$ cat config.mk
export PLATFORM = sky130hd
export DESIGN_NAME = mfsc_stats_top
export DESIGN_NICKNAME = d
export VERILOG_FILES = /design/src/mfsc_pkg.sv /design/src/mfsc_event_if.sv /design/src/mfsc_frame_classify.sv /design/src/mfsc_stats_top.sv
export SDC_FILE = /design/constraint.sdc
export NUM_CORES = 1
export LEC_CHECK = 0
export CORE_ASPECT_RATIO = 0.7
export CORE_MARGIN = 2
export CORE_UTILIZATION = 35
export DETAILED_ROUTE_END_ITERATION = 10
export DONT_BUFFER_PORTS = 1
export SLEW_MARGIN = 20
export SYNTH_ARGS = -nofsm -noshare
export SYNTH_HDL_FRONTEND = slang
export SYNTH_HIERARCHICAL = 1
export SYNTH_SLANG_ARGS = --single-unit
$ cat constraint.sdc
create_clock -name clk_sys -period 3 [get_ports clk_sys]
set_input_delay 0.6 -clock clk_sys [delete_from_list [all_inputs] [get_ports clk_sys]]
set_output_delay 0.6 -clock clk_sys [all_outputs]
set_load 0.05 [all_outputs]
$ cat src/mfsc_pkg.sv
// Shared constants and types for the MAC frame statistics counters
package mfsc_pkg;

	// ****************************************************************
	// Widths
	// ****************************************************************
	localparam int LEN_W  = 16;           // Frame and attempt byte lengths
	localparam int WIRE_W = LEN_W + 1;    // Frame bytes plus attempt bytes in one cycle
	localparam int CNT_W  = 32;           // Every statistics counter

	typedef logic [LEN_W-1:0]  mfsc_len_t;
	typedef logic [WIRE_W-1:0] mfsc_wire_t;
	typedef logic [CNT_W-1:0]  mfsc_cnt_t;

	// ****************************************************************
	// Event counter slots: six size buckets, then three overrun kinds
	// ****************************************************************
	localparam int N_BKT   = 6;
	localparam int N_EVT   = 9;
	localparam int EVT_MIN = 0;
	localparam int EVT_SML = 1;
	localparam int EVT_MED = 2;
	localparam int EVT_MDL = 3;
	localparam int EVT_LRG = 4;
	localparam int EVT_MAX = 5;
	localparam int EVT_SOF = 6;
	localparam int EVT_MOF = 7;
	localparam int EVT_DMA = 8;

	// ****************************************************************
	// Size bucket bounds, inclusive, in bytes
	// ****************************************************************
	localparam mfsc_len_t LEN_MIN_FRAME = 16'h0040;
	localparam mfsc_len_t BKT_LO [N_BKT] = '{16'h0040, 16'h0041, 16'h0080,
		16'h0100, 16'h0200, 16'h0400};
	localparam mfsc_len_t BKT_HI [N_BKT] = '{16'h0040, 16'h007F, 16'h00FF,
		16'h01FF, 16'h03FF, 16'h05EE};

	// ****************************************************************
	// Reset values
	// ****************************************************************
	localparam mfsc_cnt_t  CNT_RESET  = 32'h0000_0000;
	localparam mfsc_cnt_t  CNT_ONE    = 32'h0000_0001;
	localparam mfsc_len_t  LEN_ZERO   = 16'h0000;
	localparam mfsc_wire_t WIRE_ZERO  = 17'h0_0000;
	localparam logic [N_EVT-1:0] EVT_NONE = 9'h000;

endpackage

$ cat src/mfsc_event_if.sv
// Carrier between the frame classifier and the counter bank
`timescale 1ns/1ns
interface mfsc_event_if;
	import mfsc_pkg::*;

	// Frame status presented to the classifier
	logic             done;
	logic             is_tx;
	mfsc_len_t        bytes;
	logic             late_coll;
	logic             excess_coll;
	logic             carrier_loss;
	logic             underrun;
	logic             addr_match;
	logic             sof_overrun;
	logic             mof_overrun;
	logic             zero_head;
	logic             attempt;
	mfsc_len_t        attempt_bytes;

	// Classified increments, one cycle after the status
	logic [N_EVT-1:0] evt_inc;
	mfsc_len_t        tx_add;
	mfsc_wire_t       wire_add;

	modport classify (
		input  done, is_tx, bytes, late_coll, excess_coll, carrier_loss, underrun,
		input  addr_match, sof_overrun, mof_overrun, zero_head, attempt, attempt_bytes,
		output evt_inc, tx_add, wire_add
	);

	modport count (
		output done, is_tx, bytes, late_coll, excess_coll, carrier_loss, underrun,
		output addr_match, sof_overrun, mof_overrun, zero_head, attempt, attempt_bytes,
		input  evt_inc, tx_add, wire_add
	);

endinterface

$ cat src/mfsc_frame_classify.sv
// Frame classifier: turns one frame status into per-counter increments
`timescale 1ns/1ns
module mfsc_frame_classify
	import mfsc_pkg::*;
(
	input  wire logic      clk_sys,
	input  wire logic      reset_n,
	mfsc_event_if.classify ev
);

	// ****************************************************************
	// Qualification terms
	// ****************************************************************
	logic             clean;
	logic             bucket_ok;
	logic             rx_ovr_ok;
	logic             tx_good;
	logic [N_EVT-1:0] evt_nxt;

	// No late or excessive collision and no underrun
	assign clean = !ev.late_coll && !ev.excess_coll && !ev.underrun;

	// Carrier loss bars a transmit frame, unless it left exactly the minimum size
	assign bucket_ok = ev.done && clean
		&& !(ev.is_tx && ev.carrier_loss && ev.bytes != LEN_MIN_FRAME);

	// Overruns only apply to received frames that matched an address
	assign rx_ovr_ok = ev.done && !ev.is_tx && ev.addr_match;

	// CRC, alignment and code errors never reach this block, so they cannot veto
	assign tx_good = ev.done && ev.is_tx && clean && !ev.carrier_loss;

	// ****************************************************************
	// Size buckets, one comparator pair per bucket
	// ****************************************************************
	genvar b;
	generate
		for (b = 0; b < N_BKT; b++) begin : g_bkt
			// Receive overruns do not disqualify a bucket hit
			assign evt_nxt[b] = bucket_ok && ev.bytes >= BKT_LO[b]
				&& ev.bytes <= BKT_HI[b];
		end
	endgenerate

	// Overrun kinds; a middle overrun only counts when the start was accepted
	assign evt_nxt[EVT_SOF] = rx_ovr_ok && ev.sof_overrun;
	assign evt_nxt[EVT_MOF] = rx_ovr_ok && ev.mof_overrun && !ev.sof_overrun;
	assign evt_nxt[EVT_DMA] = rx_ovr_ok && ev.zero_head;

	// Event increments registered so the counter bank sees a clean vector
	always_ff @(posedge clk_sys or negedge reset_n) begin
		if (!reset_n) begin
			ev.evt_inc <= EVT_NONE;
		end else begin
			ev.evt_inc <= evt_nxt;
		end
	end

	// Good transmit bytes
	always_ff @(posedge clk_sys or negedge reset_n) begin
		if (!reset_n) begin
			ev.tx_add <= LEN_ZERO;
		end else begin
			ev.tx_add <= tx_good ? ev.bytes : LEN_ZERO;
		end
	end

	// Wire bytes: every finished frame plus every partial attempt, no error veto
	always_ff @(posedge clk_sys or negedge reset_n) begin
		if (!reset_n) begin
			ev.wire_add <= WIRE_ZERO;
		end else begin
			ev.wire_add <= WIRE_W'(ev.done ? ev.bytes : LEN_ZERO)
				+ WIRE_W'(ev.attempt ? ev.attempt_bytes : LEN_ZERO);
		end
	end

endmodule

$ cat src/mfsc_stats_top.sv
// Frame statistics counter bank: size buckets, byte totals and overruns
//
// Functional notes
// - Good transmit bytes add lengths of frames without collision faults, carrier loss, underrun.
// - Minimum bucket counts clean sixty-four byte frames, either direction.
// - Transmit frame truncated by carrier loss to sixty-four bytes still counts.
// - Size buckets ignore CRC, alignment, code errors and receive overruns.
// - Small bucket counts clean frames of 65 to 127 bytes.
// - Medium bucket counts clean frames of 128 to 255 bytes.
// - Mid-large bucket counts clean frames of 256 to 511 bytes.
// - Large bucket counts clean frames of 512 to 1023 bytes.
// - Max bucket counts clean frames of 1024 to 1518 bytes.
// - Wire byte total adds every frame, any address, any length.
// - Wire byte total adds bytes before carrier loss and each collided attempt.
// - Half-duplex receive bytes count up to the jam; jam bytes never count.
// - No frame error stops the wire byte total from accumulating.
// - Start overrun counts matched receive frames refused at their start.
// - Middle overrun counts matched frames that lost resources after a clean start.
// - Descriptor overrun counts matched frames meeting a zero head descriptor.
// - Overrun counters ignore CRC, alignment and code errors.
`timescale 1ns/1ns
module mfsc_stats_top
	import mfsc_pkg::*;
(
	input  wire logic                 clk_sys,
	input  wire logic                 reset_n,
	input  wire logic                 frame_done,
	input  wire logic                 frame_is_tx,
	input  wire mfsc_pkg::mfsc_len_t  frame_bytes,
	input  wire logic                 frame_late_coll,
	input  wire logic                 frame_excess_coll,
	input  wire logic                 frame_carrier_loss,
	input  wire logic                 frame_underrun,
	input  wire logic                 frame_addr_match,
	input  wire logic                 frame_sof_overrun,
	input  wire logic                 frame_middle_overrun,
	input  wire logic                 frame_zero_head,
	input  wire logic                 attempt_done,
	input  wire mfsc_pkg::mfsc_len_t  attempt_bytes,
	output logic [mfsc_pkg::CNT_W-1:0] tx_good_byte_count,
	output logic [mfsc_pkg::CNT_W-1:0] size_bucket_min,
	output logic [mfsc_pkg::CNT_W-1:0] size_bucket_small,
	output logic [mfsc_pkg::CNT_W-1:0] size_bucket_medium,
	output logic [mfsc_pkg::CNT_W-1:0] size_bucket_mid_large,
	output logic [mfsc_pkg::CNT_W-1:0] size_bucket_large,
	output logic [mfsc_pkg::CNT_W-1:0] size_bucket_max,
	output logic [mfsc_pkg::CNT_W-1:0] wire_utilisation_bytes,
	output logic [mfsc_pkg::CNT_W-1:0] rx_start_overrun_count,
	output logic [mfsc_pkg::CNT_W-1:0] rx_middle_overrun_count,
	output logic [mfsc_pkg::CNT_W-1:0] rx_descriptor_overrun_count
);
	import mfsc_pkg::*;

	// ****************************************************************
	// Classifier stage
	// ****************************************************************
	mfsc_event_if ev ();

	// Status inputs come from MAC logic on this clock, so no synchroniser
	assign ev.done          = frame_done;
	assign ev.is_tx         = frame_is_tx;
	assign ev.bytes         = frame_bytes;
	assign ev.late_coll     = frame_late_coll;
	assign ev.excess_coll   = frame_excess_coll;
	assign ev.carrier_loss  = frame_carrier_loss;
	assign ev.underrun      = frame_underrun;
	assign ev.addr_match    = frame_addr_match;
	assign ev.sof_overrun   = frame_sof_overrun;
	assign ev.mof_overrun   = frame_middle_overrun;
	assign ev.zero_head     = frame_zero_head;
	assign ev.attempt       = attempt_done;
	assign ev.attempt_bytes = attempt_bytes;

	mfsc_frame_classify u_classify (
		.clk_sys (clk_sys),
		.reset_n (reset_n),
		.ev      (ev)
	);

	// ****************************************************************
	// Counter bank
	// ****************************************************************
	mfsc_cnt_t evt_cnt_r [N_EVT];
	mfsc_cnt_t tx_bytes_r;
	mfsc_cnt_t wire_bytes_r;

	// One incrementer per event counter; wraps silently at full scale
	genvar e;
	generate
		for (e = 0; e < N_EVT; e++) begin : g_evt
			always_ff @(posedge clk_sys or negedge reset_n) begin
				if (!reset_n) begin
					evt_cnt_r[e] <= CNT_RESET;
				end else if (ev.evt_inc[e]) begin
					evt_cnt_r[e] <= evt_cnt_r[e] + CNT_ONE;
				end
			end
		end
	endgenerate

	// Good transmit byte accumulator
	always_ff @(posedge clk_sys or negedge reset_n) begin
		if (!reset_n) begin
			tx_bytes_r <= CNT_RESET;
		end else begin
			tx_bytes_r <= tx_bytes_r + CNT_W'(ev.tx_add);
		end
	end

	// Wire byte accumulator; jam bytes are never reported, so never counted
	always_ff @(posedge clk_sys or negedge reset_n) begin
		if (!reset_n) begin
			wire_bytes_r <= CNT_RESET;
		end else begin
			wire_bytes_r <= wire_bytes_r + CNT_W'(ev.wire_add);
		end
	end

	// Outputs are the counter flops themselves
	assign tx_good_byte_count          = tx_bytes_r;
	assign size_bucket_min             = evt_cnt_r[EVT_MIN];
	assign size_bucket_small           = evt_cnt_r[EVT_SML];
	assign size_bucket_medium          = evt_cnt_r[EVT_MED];
	assign size_bucket_mid_large       = evt_cnt_r[EVT_MDL];
	assign size_bucket_large           = evt_cnt_r[EVT_LRG];
	assign size_bucket_max             = evt_cnt_r[EVT_MAX];
	assign wire_utilisation_bytes      = wire_bytes_r;
	assign rx_start_overrun_count      = evt_cnt_r[EVT_SOF];
	assign rx_middle_overrun_count     = evt_cnt_r[EVT_MOF];
	assign rx_descriptor_overrun_count = evt_cnt_r[EVT_DMA];

	logic chk_clean;
	logic chk_tx_good;
	logic chk_rx_ovr;

	// Mirrors of the qualification, used only by the checks
	assign chk_clean   = !frame_late_coll && !frame_excess_coll && !frame_underrun;
	assign chk_tx_good = frame_done && frame_is_tx && chk_clean && !frame_carrier_loss;
	assign chk_rx_ovr  = frame_done && !frame_is_tx && frame_addr_match;

	generate
		for (e = 0; e < N_BKT; e++) begin : g_chk

		end
	endgenerate
endmodule

## Yosys cells after proc, flatten, opt, wreduce, memory -nomap -nowiden

Cells that the tools add are included.

- Bits in registers: 394
- Bits of input ports: 45
- Output and inout port bits: 352
- Word-level logic and storage cells: 76

- $add $sub $neg: 12
- Magnitude comparators: 12
- Equal/unequal tests: 1
- Muxes and demuxes: 3
- Reduce and logical (&&, ||, !) cells: 34

Operators with widths:

| kind | count |
|---|---|
| $add A32 B1 Y32 const B | 9 |
| $mux W16 | 3 |
| $add A32 B16 Y32 | 1 |
| $add A32 B17 Y32 | 1 |
| $ge A16 B7 Y1 const B | 2 |
| $le A16 B7 Y1 const B | 2 |
| $logic_and A1 B1 Y1 | 27 |
| $add A16 B16 Y17 | 1 |
| $ge A16 B10 Y1 const B | 1 |
| $ge A16 B11 Y1 const B | 1 |
| $ge A16 B8 Y1 const B | 1 |
| $ge A16 B9 Y1 const B | 1 |
| $le A16 B10 Y1 const B | 1 |
| $le A16 B11 Y1 const B | 1 |
| $le A16 B8 Y1 const B | 1 |
| $le A16 B9 Y1 const B | 1 |
| $ne A16 B7 Y1 const B | 1 |
| $logic_not A1 Y1 | 7 |

## Longest topological paths before layout

- Word-level depth: 7
- Gate-level depth with buffers: 8
- Depth with buffers taken out: 8

## By module

The synthesis kept the hierarchy.

By module, submodules not included:

| module | times used | cells an instance | area each (µm²) | sequential area each (µm²) |
|---|---|---|---|---|
| mfsc_stats_top | 1 | 1436 | 16206.8 | 8808.4 |
| mfsc_frame_classify | 1 | 221 | 2282.2 | 1051.0 |

## Worst setup path after synthesis

Ideal clock, no wire load.

- Path kind: reg-to-reg
- Start: register wire_bytes_r[0], in the netlist wire_utilisation_bytes[0]
- End: register wire_bytes_r[30], in the netlist wire_utilisation_bytes[30]
- Setup time: 145 ps
- Arrival: 2545 ps
- Data required time: 2855 ps
- Path slack: 310 ps
- Cell stages (with the launch flop): 9
- Path buffers: 0
- Clock period less this slack: 2690 ps
- Cell sequence: dfrtp_1 ha_1 fa_1 a211oi_1 o21ai_0 and4bb_4 nor4_4 and4bb_1 xor2_1

- Word-level cells in the longest chain between the ends: 1

Ends and longest elaborated chain:

| element | line | text |
|---|---|---|
| from (decl) | mfsc_stats_top.sv:85 | `mfsc_cnt_t wire_bytes_r;` |
| from (signal assigned) | mfsc_stats_top.sv:115 | `wire_bytes_r <= wire_bytes_r + CNT_W'(ev.wire_add);` |
| $add A32 B17 Y32 | mfsc_stats_top.sv:115 |  |

Every way passes these cells.
A chain may end at the register's enable or synchronous reset.

## Worst setup path in the final report

- Start: register tx_bytes_r[0], in the netlist tx_good_byte_count[0]
- End: register tx_bytes_r[14], in the netlist tx_good_byte_count[14]

- Word-level cells in the longest chain between the ends: 1

Ends and longest elaborated chain:

| element | line | text |
|---|---|---|
| from (decl) | mfsc_stats_top.sv:84 | `mfsc_cnt_t tx_bytes_r;` |
| from (signal assigned) | mfsc_stats_top.sv:106 | `tx_bytes_r <= tx_bytes_r + CNT_W'(ev.tx_add);` |
| $add A32 B16 Y32 | mfsc_stats_top.sv:106 |  |

Every way passes these cells.

==> flow_summary.toml <==
[run]
cap_violations = 0

[route]
dr.first_iter.drc_count = 944
ant_nets = 0
drcViolationCount = 0
viasPerCell = 5.13
drt_wl_total_um = 47800
vias = 13200
wl_per_cell_um = 18.6
firstDrtPassIters = 5

[power_and_ir_drop]
p_int_mw = 10.1
ir_worst_vdd_uv = 520
power_density_mw_per_mm2 = 683
p_sw_frac = 0.329
p_leak_nw = 10.5
clockPowerShare = 0.370
power_mw = 15.0
power_frac_seq = 0.420
p_sw_mw = 4.95
power_frac_comb = 0.210

[synthesis]
async_reset_ff_frac = 1.00
synth.top_cells.by_area = "dfrtp_1 53%, xnor2_1 12%, xor2_1 4.8%, ha_1 3.9%, nand2_1 2.9%"
yosys.cell_count.top_type = "dfrtp_1"
synth_area_per_cell_um2 = 11.2
synth_top_cell_by_area = "dfrtp_1"
synth_seq_cells = 394
synthCells = 1657
yosys_warnings = 6
netlist_top_cells_count = "394 x dfrtp_1, 244 x xnor2_1, 144 x nand2_1"
synth.distinct_cells = 67
synth-main-ff-cell = "dfrtp_1"
synth_nets = 1763
synth_edf_count = 0
synth_top_cell_area_share = 0.533
ys_seq_area_frac = 0.533
synthesis.area_mm2 = 0.0185

[worst_setup_path]
cp_common_cell = "o21ai_0"
crit_end = "tx_good_byte_count[14]$_DFF_PN0_"
startpoint_type = "flip-flop"
worstPathMaxFanout = 4
cp.arrival_ns = 3.16
r2r_setup_slack_ns = 0.32
critPathBufInv = 0
criticalPathCategory = "reg -> reg"
critical_path.max_stage_delay_ns = 0.43
r2r-end = "tx_good_byte_count[14]$_DFF_PN0_"
critPathCaptureType = "flip-flop"
crit_cells = 8
worst_path_dominant_cell_family = "compound AO/OA/AOI/OAI gates"
timing.rr.start = "tx_good_byte_count[0]$_DFF_PN0_"
cp.required_ns = 3.47
r2r_cells = 8
startpoint = "tx_good_byte_count[0]$_DFF_PN0_"
crit_slowest_cell = "fa_1"
critical_path.cell_chain = "ha_1, fa_1, a211oi_1, o21ai_0, o21ai_0, o22ai_1, a311oi_1, xnor2_1"

[global_routing]
grt_pass1_vias = 13100
grt_max_degree = 395
antenna_found_initial = 0
grt_first_pass_wirelength_um = 75300
grt_use_total = 0.172
grt-ovfl-total = 0

[cts]
cts_buffer_depth = 3
htreeDepth = 2
postCtsSetupBuffers = 0
cts_tree = "done"
ctsResizeCount = 0
root_buffer = "clkbuf_16"
clk_latency_ns = 0.55
clock_sinks = 394
path_clk_slew_ns = 0.06
cts_buffers = 43

[placed_design]
dp_hpwl_um = 35500
gp_congestion = 0.848
place_ws_ns = 0.353
port_buffers = 0

[floorplan]
start_util = 0.354
die_y_um = 196
io_pins = 397
core-area_mm2 = 0.0522
fp-row-count = 70
die_w_um = 279
die_area_mm2 = 0.0547

[layout]
drive_above_1_share = 0.143
n_fill_cell = 4964
area_growth_pct = 19.1
diodes = 0
multi_input_area_mm2 = 0.00846
regArea_mm2 = 0.00986
nets = 1956

[sta]
finalMaxSlewViolations = 0
slew-limit-headroom = 0.333
postLayoutSetupSlackWorst_ns = 0.319
fmax_ghz = 0.373
hold_viol = 394
fin_crit_ns = 2.68
grt_setup_unrepaired = "false"
timing.hold.ws_ns = -0.259
final.setup.tns_ns = 0
finClkSkew_ns = 0.0104
worstMarginPinSlew_ns = 1.00
finalSetupViolations = 0
period_share = 0.894

[worst_hold_path]
min_path_type = "in -> async"

[status]
violations = "hold timing"
outcome = "finished, violations left"
[area by class of cell]
cell class              count  share of cell area
clock buffers              58              0.0560
clock inverters            19              0.0115
inverters                  21             0.00358
multi-input cells        1221               0.385
flip-flops and latches    394               0.448
well taps                 684              0.0389
repair buffers            169              0.0576
[placed cells by master (no fill, tap or decap), types with 7 or more instances in the layout]
cell and count:
nor3_1 17, nor4_1 8, xnor2_1 244, o22ai_1 7, nand4_1 85, nor2b_1 8, ha_1 58, a21o_1 17
a31oi_1 8, and3_1 71, mux2_2 9, nand2_1 144, and2_1 65, nand3_1 99, nor2_1 92, clkbuf_8 8
clkbuf_16 44, o21ai_0 29, a21oi_1 36, buf_4 169, a211oi_1 14, xor2_1 102, dfrtp_1 394, and4_1 28
clkinv_2 7, inv_1 21
[flip-flops by register name, indices dropped and copies added (netlist names)]
register                     cells
rx_start_overrun_count          32
size_bucket_max                 32
wire_utilisation_bytes          32
size_bucket_mid_large           32
size_bucket_min                 32
tx_good_byte_count              32
size_bucket_small               32
rx_descriptor_overrun_count     32
size_bucket_medium              32
u_classify/ev.wire_add          17
u_classify/ev.tx_add            16
rx_middle_overrun_count         32
u_classify/ev.evt_inc            9
size_bucket_large               32
[logic make-up (layout without fill, tap and decap cells)]
group	after synthesis	count (layout)	synth area share
buffers and inverters	42	267	0.00893
multiplexers	9	9	0.00548
adder cells (fa/ha/maj)	61	61	0.0425
AO/OA/AOI/OAI	150	150	0.0529
flip-flops	394	394	0.533
XOR/XNOR	346	346	0.164
AND/OR/NAND/NOR	655	655	0.193
[through the flow]
| step | area (um2) | utilization | instances |
|---|---|---|---|
| 5_1_grt | 22000 | 0.422 | 2566 |
| 3_3_place_gp | 20500 | 0.393 | 2489 |
| 4_1_cts | 22000 | 0.422 | 2566 |
| 6_report | 22000 | 0.422 | 2566 |
| 2_1_floorplan | 18500 | - | 1657 |
| 3_5_place_dp | 20500 | 0.393 | 2489 |
[how the worst min path moves through the flow]
| stage | startpoint | endpoint | slack, ns | cells past startpoint |
|---|---|---|---|---|
| global placement | reset_n | rx_descriptor_overrun_count[14]$_DFFE_PN0P_ | 0.31 | 0 |
| finish | reset_n | rx_descriptor_overrun_count[16]$_DFFE_PN0P_ | -0.26 | 0 |
| CTS | reset_n | size_bucket_max[29]$_DFFE_PN0P_ | -0.30 | 0 |
| detailed placement | reset_n | rx_middle_overrun_count[23]$_DFFE_PN0P_ | 0.31 | 0 |
| floorplan | reset_n | rx_descriptor_overrun_count[0]$_DFFE_PN0P_ | 0.30 | 0 |
| global route | reset_n | rx_descriptor_overrun_count[16]$_DFFE_PN0P_ | -0.31 | 0 |
[power by group through the flow]
stage / clock (mW) / sequential (mW) / combinational (mW)
4_1_cts: 5.75 / 6.33 / 3.16
3_5_place_dp: 0 / 6.43 / 3.13
6_report: 5.56 / 6.33 / 3.15
3_3_place_gp: 0 / 6.42 / 3.10
2_1_floorplan: 0 / 7.13 / 1.49
5_1_grt: 5.96 / 6.37 / 3.42
[per-layer routing]
layer  vias up  track usage  routed length [um]
met3        85       0.0580                3780
li1       6200            -                   -
met1      6514        0.231               21500
met5         -     0.000884                   0
met2       357        0.260               21000
met4         0       0.0607                1480
Note: power is estimated with default switching activity, not from simulation.
